## src/ast_regs.svh

```systemverilog
// Constants for the asynchronous serial transmitter and its receiver end
`ifndef AST_REGS_SVH
`define AST_REGS_SVH

// Character framing
`define AST_DATA_BITS_8   4'h8
`define AST_DATA_BITS_9   4'h9
`define AST_LINE_IDLE     1'h1
`define AST_LINE_START    1'h0

// Baud generator reset values and count width
`define AST_BAUD_DIV_RST  16'h0000
`define AST_BAUD_W        18

// Status/control reset values
`define AST_SHIFT_EMPTY_RST 1'h1
`define AST_TXIF_RST        1'h0

`endif

```

## src/ast_pkg.sv

```systemverilog
// Types shared by the transmitter and the receiving end
`default_nettype none
package ast_pkg;
	typedef enum logic [1:0] {
		AST_IDLE  = 2'b00,
		AST_START = 2'b01,
		AST_DATA  = 2'b10,
		AST_STOP  = 2'b11
	} ast_state_t;

	typedef logic [8:0] ast_char_t;
endpackage : ast_pkg
`default_nettype wire

```

## src/ast_link_if.sv

```systemverilog
// Serial line between the transmitter and the remote receiver
`timescale 1ns/1ps
`default_nettype none
interface ast_link_if;
	logic tx_line;
	modport transmitter (output tx_line);
	modport receiver    (input  tx_line);
endinterface : ast_link_if
`default_nettype wire

```

## src/ast_tx.sv

```systemverilog
// Transmit end: holding register, shift register, baud divider, status
//
// Contract
// Shift-empty flag set when shift register empty
// Flag stays clear until stop bit leaves
// Shift-empty flag drives no interrupt
// Shift register has no software access
// Nine-bit mode shifts nine data bits
// Ninth bit is MSB, written first
// Holding write moves all nine bits
// Set ninth bit marks an address
// Software programs divisor before sending
// Async mode needs port enable, clocked off
// Polarity invert flips transmit output
// Transmit enable sets interrupt flag
// Interrupt when flag and three enables set
// Holding write starts the character
// Idle high, start, LSB first, stop
// Flag high while holding register empty; the code holds it high only while the transmitter is active
`timescale 1ns/1ps
`default_nettype none
`include "ast_regs.svh"
module ast_tx (
	input  wire logic                i_mclk,
	input  wire logic                i_rst,
	input  wire logic [7:0]          i_baud_div_low,
	input  wire logic [7:0]          i_baud_div_high,
	input  wire logic                i_high_baud_select,
	input  wire logic                i_wide_baud_divisor_select,
	input  wire logic                i_clocked_mode_select,
	input  wire logic                i_serial_port_enable,
	input  wire logic                i_nine_bit_transmit_enable,
	input  wire logic                i_ninth_transmit_bit,
	input  wire logic                i_transmit_polarity_invert,
	input  wire logic                i_transmit_enable_bit,
	input  wire logic                i_transmit_interrupt_enable,
	input  wire logic                i_global_interrupt_enable,
	input  wire logic                i_peripheral_interrupt_enable,
	input  wire logic                i_hold_wr,
	input  wire logic [7:0]          i_hold_data,
	output logic                     o_shift_reg_empty_flag,
	output logic                     o_transmit_interrupt_flag,
	output logic                     o_irq,
	ast_link_if.transmitter          link
);

	////////////////////////////////////////////////////////////////////////
	// Enables and baud divider
	ast_pkg::ast_state_t     state_reg;
	logic                    active;
	logic                    tick;
	logic [`AST_BAUD_W-1:0]  baud_cnt_reg;
	logic [`AST_BAUD_W-1:0]  baud_period;
	logic [15:0]             divisor;

	// Async operation only with clocked mode off and port enabled
	assign active = i_serial_port_enable & ~i_clocked_mode_select &
		i_transmit_enable_bit;

	// Bit period = (div+1) times 16, 4 or 1 depending on selects
	always_comb begin
		divisor = i_wide_baud_divisor_select ?
			{i_baud_div_high, i_baud_div_low} : {8'h00, i_baud_div_low};
		unique case ({i_wide_baud_divisor_select, i_high_baud_select})
			2'b00: baud_period = {divisor[13:0], 4'h0} + 18'h00010;
			2'b01,
			2'b10: baud_period = {divisor, 2'h0} + 18'h00004;
			2'b11: baud_period = {2'h0, divisor} + 18'h00001;
		endcase
	end

	always_ff @(posedge i_mclk) begin
		if (i_rst || state_reg == ast_pkg::AST_IDLE) begin
			baud_cnt_reg <= '0;
		end else if (tick) begin
			baud_cnt_reg <= '0;
		end else begin
			baud_cnt_reg <= baud_cnt_reg + 18'h00001;
		end
	end
	assign tick = (baud_cnt_reg == baud_period - 18'h00001);

	////////////////////////////////////////////////////////////////////////
	// Holding register
	ast_pkg::ast_char_t  hold_reg;
	logic                hold_full_reg;
	logic                load;

	// Holding register hands over whenever it is full, the shifter is idle and the transmitter is active
	assign load = hold_full_reg && state_reg == ast_pkg::AST_IDLE && active;

	always_ff @(posedge i_mclk) begin
		if (i_rst) begin
			hold_full_reg <= 1'h0;
			hold_reg      <= '0;
		end else if (i_hold_wr && active) begin
			// Ninth bit sampled with the write: it must already be set
			hold_reg      <= {i_ninth_transmit_bit, i_hold_data};
			hold_full_reg <= 1'h1;
		end else if (load) begin
			hold_full_reg <= 1'h0;
		end
	end

	////////////////////////////////////////////////////////////////////////
	// Shift register: internal only, no port reads or writes it
	ast_pkg::ast_char_t shift_reg;
	logic [3:0]         bit_cnt_reg;
	logic [3:0]         nbits_reg;
	logic               line_reg;

	always_ff @(posedge i_mclk) begin
		if (i_rst) begin
			state_reg   <= ast_pkg::AST_IDLE;
			shift_reg   <= '0;
			bit_cnt_reg <= 4'h0;
			nbits_reg   <= `AST_DATA_BITS_8;
			line_reg    <= `AST_LINE_IDLE;
		end else begin
			unique case (state_reg)
				ast_pkg::AST_IDLE: begin
					line_reg <= `AST_LINE_IDLE;
					if (load) begin
						shift_reg <= hold_reg;
						nbits_reg <= i_nine_bit_transmit_enable ?
							`AST_DATA_BITS_9 : `AST_DATA_BITS_8;
						line_reg  <= `AST_LINE_START;
						state_reg <= ast_pkg::AST_START;
					end
				end
				ast_pkg::AST_START: begin
					if (tick) begin
						line_reg    <= shift_reg[0];
						shift_reg   <= shift_reg >> 1;
						bit_cnt_reg <= 4'h1;
						state_reg   <= ast_pkg::AST_DATA;
					end
				end
				ast_pkg::AST_DATA: begin
					if (tick) begin
						// LSB first; a set ninth bit goes out last as address mark

						if (bit_cnt_reg == nbits_reg) begin
							line_reg  <= `AST_LINE_IDLE;
							state_reg <= ast_pkg::AST_STOP;
						end else begin
							line_reg    <= shift_reg[0];
							shift_reg   <= shift_reg >> 1;
							bit_cnt_reg <= bit_cnt_reg + 4'h1;
						end
					end
				end
				ast_pkg::AST_STOP: begin
					if (tick) begin
						state_reg <= ast_pkg::AST_IDLE;
					end
				end
			endcase
		end
	end

	////////////////////////////////////////////////////////////////////////
	// Status, flags and output
	always_ff @(posedge i_mclk) begin
		if (i_rst) begin
			o_shift_reg_empty_flag <= `AST_SHIFT_EMPTY_RST;
		end else begin
			// Clear on transfer, set only after stop bit ends
			o_shift_reg_empty_flag <= !(load ||
				(state_reg != ast_pkg::AST_IDLE &&
				!(state_reg == ast_pkg::AST_STOP && tick)));
		end
	end

	// Flag follows holding-register emptiness while enabled
	always_ff @(posedge i_mclk) begin
		if (i_rst) begin
			o_transmit_interrupt_flag <= `AST_TXIF_RST;
		end else if (i_hold_wr && active) begin
			o_transmit_interrupt_flag <= 1'h0;
		end else begin
			o_transmit_interrupt_flag <= active && (!hold_full_reg || load);
		end
	end

	// Shift-empty flag is deliberately absent from this term
	always_ff @(posedge i_mclk) begin
		if (i_rst) begin
			o_irq <= 1'h0;
		end else begin
			o_irq <= active && (!hold_full_reg || load) && !i_hold_wr &&
				i_transmit_interrupt_enable && i_global_interrupt_enable &&
				i_peripheral_interrupt_enable;
		end
	end

	always_ff @(posedge i_mclk) begin
		if (i_rst) begin
			link.tx_line <= `AST_LINE_IDLE;
		end else begin
			link.tx_line <= i_serial_port_enable ?
				(line_reg ^ i_transmit_polarity_invert) : `AST_LINE_IDLE;

		end
	end

endmodule : ast_tx
`default_nettype wire

```

## src/flat_wrapper.sv

```systemverilog
// flat-port wrapper written by rule: the top's interface ports become plain ports
module ast_tx_flat 
  (i_mclk, i_rst, i_baud_div_low, i_baud_div_high, i_high_baud_select, i_wide_baud_divisor_select, i_clocked_mode_select, i_serial_port_enable, i_nine_bit_transmit_enable, i_ninth_transmit_bit, i_transmit_polarity_invert, i_transmit_enable_bit, i_transmit_interrupt_enable, i_global_interrupt_enable, i_peripheral_interrupt_enable, i_hold_wr, i_hold_data, o_shift_reg_empty_flag, o_transmit_interrupt_flag, o_irq, link_tx_line);
  ast_link_if link_i ();
  input  wire logic i_mclk;
  input  wire logic i_rst;
  input  wire logic [7:0] i_baud_div_low;
  input  wire logic [7:0] i_baud_div_high;
  input  wire logic i_high_baud_select;
  input  wire logic i_wide_baud_divisor_select;
  input  wire logic i_clocked_mode_select;
  input  wire logic i_serial_port_enable;
  input  wire logic i_nine_bit_transmit_enable;
  input  wire logic i_ninth_transmit_bit;
  input  wire logic i_transmit_polarity_invert;
  input  wire logic i_transmit_enable_bit;
  input  wire logic i_transmit_interrupt_enable;
  input  wire logic i_global_interrupt_enable;
  input  wire logic i_peripheral_interrupt_enable;
  input  wire logic i_hold_wr;
  input  wire logic [7:0] i_hold_data;
  output logic o_shift_reg_empty_flag;
  output logic o_transmit_interrupt_flag;
  output logic o_irq;
  output wire logic [$bits(link_i.tx_line)-1:0] link_tx_line;
  assign link_tx_line = link_i.tx_line;
  ast_tx u_core (.i_mclk(i_mclk), .i_rst(i_rst), .i_baud_div_low(i_baud_div_low), .i_baud_div_high(i_baud_div_high), .i_high_baud_select(i_high_baud_select), .i_wide_baud_divisor_select(i_wide_baud_divisor_select), .i_clocked_mode_select(i_clocked_mode_select), .i_serial_port_enable(i_serial_port_enable), .i_nine_bit_transmit_enable(i_nine_bit_transmit_enable), .i_ninth_transmit_bit(i_ninth_transmit_bit), .i_transmit_polarity_invert(i_transmit_polarity_invert), .i_transmit_enable_bit(i_transmit_enable_bit), .i_transmit_interrupt_enable(i_transmit_interrupt_enable), .i_global_interrupt_enable(i_global_interrupt_enable), .i_peripheral_interrupt_enable(i_peripheral_interrupt_enable), .i_hold_wr(i_hold_wr), .i_hold_data(i_hold_data), .o_shift_reg_empty_flag(o_shift_reg_empty_flag), .o_transmit_interrupt_flag(o_transmit_interrupt_flag), .o_irq(o_irq), .link(link_i));
endmodule
```

## config.mk

```make
export PLATFORM = sky130hd
export DESIGN_NAME = ast_tx_flat
export DESIGN_NICKNAME = d
export VERILOG_FILES = /design/src/ast_pkg.sv /design/src/ast_link_if.sv /design/src/ast_tx.sv /design/src/flat_wrapper.sv
export VERILOG_INCLUDE_DIRS = /design/src
export SDC_FILE = /design/constraint.sdc
export NUM_CORES = 1
export LEC_CHECK = 0
export BUFFER_PORTS_ARGS = -buffer_cell sky130_fd_sc_hd__buf_2
export CORE_UTILIZATION = 60
export DETAILED_ROUTE_END_ITERATION = 10
export PLACE_DENSITY = 0.8
export SYNTH_ARGS = -nofsm -noshare
export SYNTH_HDL_FRONTEND = slang
export SYNTH_SLANG_ARGS = --single-unit
export TNS_END_PERCENT = 10
```

## constraint.sdc

```tcl
create_clock -name i_mclk -period 4.74 [get_ports i_mclk]
set_input_delay 0.237 -clock i_mclk [delete_from_list [all_inputs] [get_ports i_mclk]]
set_output_delay 0.237 -clock i_mclk [all_outputs]
set_load 0.05 [all_outputs]
```

# == After elaboration in Yosys (flattened, before gate mapping) ==
# Cells that the tools add are included.
# word_totals
register_bits,52
latch_bits,0
ramBits,0
mem_bits_ro,0
inputBits,38
wordCells,94
mem_count,0
# op_classes
n_addsub,6
n_mul,0
div_mod_pow,0
order_cmp,0
eq_ne,14
n_shift,0
mux,25
n_bitwise,5
reduce_logical,32
# ops
cell,count
$pmux W18 S3,1
$mux W9,4
$pmux W9 S3,1
$add A18 B1 Y18 const B,1
$add A18 B3 Y18 const B,1
$add A18 B5 Y18 const B,1
$eq A18 B18 Y1,1
$sub A18 B1 Y18 const B,1
$add A16 B1 Y17 const B,1
$mux W16,1
$mux W4,3
$logic_and A1 B1 Y1,10
$mux W2,5
$ne A2 B1 Y1 const B,5
$reduce_and A5 Y1,2
$eq A2 B2 Y1 const B,4
$pmux W2 S4,1
$pmux W4 S2,1
$reduce_or A2 Y1,4
$mux W1,7
$reduce_bool A2 Y1,3
$add A4 B1 Y4 const B,1
$eq A2 B1 Y1 const B,2
$eq A4 B4 Y1,1
other kinds (12),20

# == Logic depth before layout (Yosys ltp) ==
# logic_depth
ltp_word,10
mapped_depth,21
mapped_depth_nobuf,16

# == Worst setup path before layout ==
# Ideal clock, no wire load.
# synth_path
path_type,in2reg
from,input i_wide_baud_divisor_select
to,register u_core.state_reg[0]
setup_ns,0.079
arrival_ns,4.224
t_required_ns,4.661
path_slack_ns,0.436
stages,20
path_buffers,4
cell_sequence,clkbuf_1 > inv_1 > ha_1 > nor2b_1 > clkbuf_1 > clkbuf_1 > nand2_1 > ha_1 > inv_1 > a211oi_1 > o2111ai_1 > inv_1 > nand4_1 > or3_1 > a222oi_1 > o311ai_1 > or4_1 > buf_6 > o311a_1 > a211oi_2
# synth_between
elab_chain_len,7
elab_cells_between_ends,16
classes_between,4 x add/sub; 7 x eq/ne; 2 x mux; 3 x reduce/logical
# synth_lines
element,line_no,text
"start, declared",flat_wrapper.sv:10,input wire logic i_wide_baud_divisor_select;
"$mux W16, or another cell as far along",ast_tx.sv:62,divisor = i_wide_baud_divisor_select ?
"$add A18 B3 Y18, or another cell as far along",ast_tx.sv:67,"2'b10: baud_period = {divisor, 2'h0} + 18'h00004;"
$pmux W18 S3 *,ast_tx.sv:64,"unique case ({i_wide_baud_divisor_select, i_high_baud_select})"
$sub A18 B1 Y18 *,ast_tx.sv:81,assign tick = (baud_cnt_reg == baud_period - 18'h00001);
$eq A18 B18 Y1 *,ast_tx.sv:81,
$ne A2 B1 Y1 (no source line),n/a,
$reduce_and A5 Y1 (no source line) *,n/a,
"end signal, assigned",ast_tx.sv:114,state_reg <= ast_pkg::AST_IDLE;
"end signal, assigned",ast_tx.sv:128,state_reg <= ast_pkg::AST_START;
"end signal, assigned",ast_tx.sv:136,state_reg <= ast_pkg::AST_DATA;
"end, declared",ast_tx.sv:49,ast_pkg::ast_state_t state_reg;
# Mark *: on every way between the ends. The rest lies on a longest branch, timed or not.
# A chain may end at the register's enable or synchronous reset.

# == Worst setup path after layout ==
# layout_path
from,input i_wide_baud_divisor_select
to,register u_core.shift_reg[1]
# layout_between
elab_chain_len,7
elab_cells_between_ends,15
classes_between,4 x add/sub; 6 x eq/ne; 2 x mux; 3 x reduce/logical
# layout_lines
element,line_no,text
"$mux W16, or another cell as far along",ast_tx.sv:62,
"$add A18 B3 Y18, or another cell as far along",ast_tx.sv:67,
$pmux W18 S3 *,ast_tx.sv:64,
$sub A18 B1 Y18 *,ast_tx.sv:81,
$eq A18 B18 Y1 *,ast_tx.sv:81,
$ne A2 B1 Y1 (no source line),n/a,
$reduce_and A5 Y1 (no source line) *,n/a,
"end signal, assigned",ast_tx.sv:124,shift_reg <= hold_reg;
"end signal, assigned",ast_tx.sv:134,shift_reg <= shift_reg >> 1;
"end signal, assigned",ast_tx.sv:148,shift_reg <= shift_reg >> 1;
"end, declared",ast_tx.sv:107,ast_pkg::ast_char_t shift_reg;
# Marks and branches as above.

==> run metrics <==
CP Max Fanout=24; worst-skew pair later-pin latency=approximately 310 ps; final setup vio count=0; clk root buf=clkbuf_8; Vias/cell=between 6 and 7; Die H=82.9 um; Tcrit/Tclk final=0.915; P&R area growth vs syn=7.81%; Fin. Hold Viols=0; DR WL met2=about 4500 um; Maximum Capacitance Violations=0; Crit path max-delay family=simple AND/OR/NAND/NOR gates; clock-pin transition on the worst setup and hold timing paths=around 90 ps; core box area=6350 um2; R2R Path Start=u_core.baud_cnt_reg[7]; largest net degree at the start of global routing=31; HPWL Detailed=slightly below 7000 um; placed cells=592; First DRT Iteration DRCs=roughly 260; port buffer count=just over 40; commonest non-fill, non-tap cell in the layout=nand2_1; Largest register FFs=18; clk_skew=6.46 ps; total routed wirelength=between 9000 and 10000 um; Synth cell types=74; per-cell routed wire length=between 15 and 20 um; Tot GR Track Use=0.263; DP Area=approximately 4100 um2; pre-CTS worst setup slack=~220 ps; Min-Delay Path Class=in -> reg; gr ovfl total=0; cts repair resizes=0; crit path launch type=input port; Synth Warn #=0; Hold Buf Count CTS=0; Setup CP Type=in -> reg; cell count after synthesis=a little under 500; Layout Cells excl Fill=600; count of flip-flops with a built-in enable after synthesis=0; Slew @ Worst Pin=around 850 ps; Pleak=between 1.5 and 2 nW; CP Capture Type=flop; vias post-DR=around 3700; setup bufs post-CTS=0; met1 WL=around 3900 um; DR pass1 iterations=9; CTS tree=built; highest metal used=met4; CP max stage delay=approximately 650 ps; Min-Delay Startpoint=i_serial_port_enable; minimum hold slack=between 100 and 150 ps; WL met3=between 400 and 500 um; relative slew slack=0.432; H-tree depth=2; critical path required time=a little under 5000 ps; Syn Std Cell Area=just under 4000 um2; CTS Buffer Depth=2; initial antenna violation count=0; Syn Area/Cell=7.95 um2; crit path cell chain=buf_2 -> inv_1 -> ha_1 -> nor2b_1 -> o211a_1 -> a221oi_1 -> and3_1 -> o2111ai_1 -> or3b_1 -> a222oi_1 -> o311ai_1 -> or4_1 -> o21a_1 -> mux2i_1; commonest cells after routing, fill and taps aside=nand2_1, dfxtp_1, buf_2; pwr dens=approximately 270 nW/um2; min Tclk post-route=roughly 4300 ps; Seq/Total Area, Yosys=0.250; Placer Congestion=~0.93; clk sink count=just under 50; share of layout cells above drive strength 1=0.153; post-route cell area=~4200 um2; status=finished clean; worst setup margin=~400 ps; Die Footprint=between 6000 and 7000 um2; IO Pins=42; Final Slew Violations=0; first-pass GRT wire length=roughly 15000 um; Routed Antenna Nets=0; fmax=between 200 and 250 MHz; Worst Path Arrival=between 4000 and 5000 ps; initial core utilization=0.618; nets@finish=570; asr flop ratio synth=0; Top FF cell, synth=dfxtp_1; VDD IR max=between 200 and 300 uV; Yosys reg bits=49; critical path's slowest cell=or4_1; unrepaired setup endpoints after global routing=no; total negative slack=0 ps; row count=29; worst setup path start=i_wide_baud_divisor_select; WP buf/inv=2; ANT cells=0; drt drc=0; vias in the first global route=3488; Horiz. Die Dim=between 80 and 90 um; CTS buffer count=5; Mapped Nets=542
==> layout make-up <==
| cell class | count | area, um2 |
|---|---|---|
| Clock buffer | 6 | 72.6 |
| Clock inverter | 2 | 13.8 |
| Fill cell | 554 | 2120 |
| Inverter | 17 | 63.8 |
| Multi-Input combinational cell | 402 | 2750 |
| Sequential cell | 49 | 981 |
| Tap cell | 77 | 96.3 |
| Timing Repair Buffer | 47 | 250 |
==> cell families after synthesis <==
kind of cell / share of synthesized area
AOI/OAI and AO/OA: 0.197
muxes: 0.0689
adders and majority gates: 0.0319
and+or+nand+nor: 0.295
xor gates and xnor gates: 0.109
DFF: 0.250
buffers and inverters: 0.0485
==> power by group <==
part / total (mW) / internal, mW / leakage [nW] / switching [mW]
registers: 0.446 / 0.430 / 0.396 / 0.0153
logic: 0.464 / 0.183 / 1.15 / 0.281
clock network: 0.252 / 0.105 / 0.0456 / 0.147
total: 1.16 / 0.719 / 1.59 / 0.443
==> synthesized netlist by cell type, types with 3 or more instances <==
master,count,area [um2]
nand2_1,68,255
o21a_1,5,37.5
or4_1,6,45.0
buf_6,3,33.8
nand2b_1,7,43.8
and4_1,5,43.8
a311oi_1,4,35.0
a221oi_1,4,35.0
or2_2,3,18.8
a211oi_1,4,30.0
o32ai_1,3,26.3
ha_1,10,125
and2_1,8,50.1
nor2_1,33,124
inv_1,17,63.8
mux2_2,8,90.1
and3_1,13,81.3
a31oi_1,4,25.0
nand4_1,12,75.1
o21ai_0,8,40.0
a222oi_1,3,30.0
mux2i_1,18,180
nor3_1,10,50.1
xnor2_1,31,272
dfxtp_1,49,981
a22o_1,3,26.3
nor2b_1,3,18.8
nand3_1,28,140
clkbuf_1,18,67.6
or3_1,5,31.3
a221o_1,3,30.0
xor2_1,18,158
a21oi_1,21,105
==> metal layers <==
metal | global-route usage | vias to the layer above
met5 | 0 | -
met4 | 0.0956 | 0
met2 | 0.471 | 115
met1 | 0.316 | 1726
li1 | - | 1857
met3 | 0.0408 | 25
==> final timing paths <==
| path | to | slack (ps) | cells past startpoint |
|---|---|---|---|
| min | u_core.link.tx_line | 110 | 2 |
| max reg2reg | u_core.shift_reg[1] | 1580 | 9 |
| max | u_core.shift_reg[1] | 400 | 14 |
| min reg2reg | u_core.hold_reg[5] | 450 | 2 |
==> through the flow <==
stage	total power, mW	utilization
after floorplan	0.820	-
after global placement	0.900	0.653
after detailed placement	0.909	0.653
after CTS	1.16	0.666
after global routing	1.22	0.666
final	1.16	0.666
(Power assumes the default switching activity.)
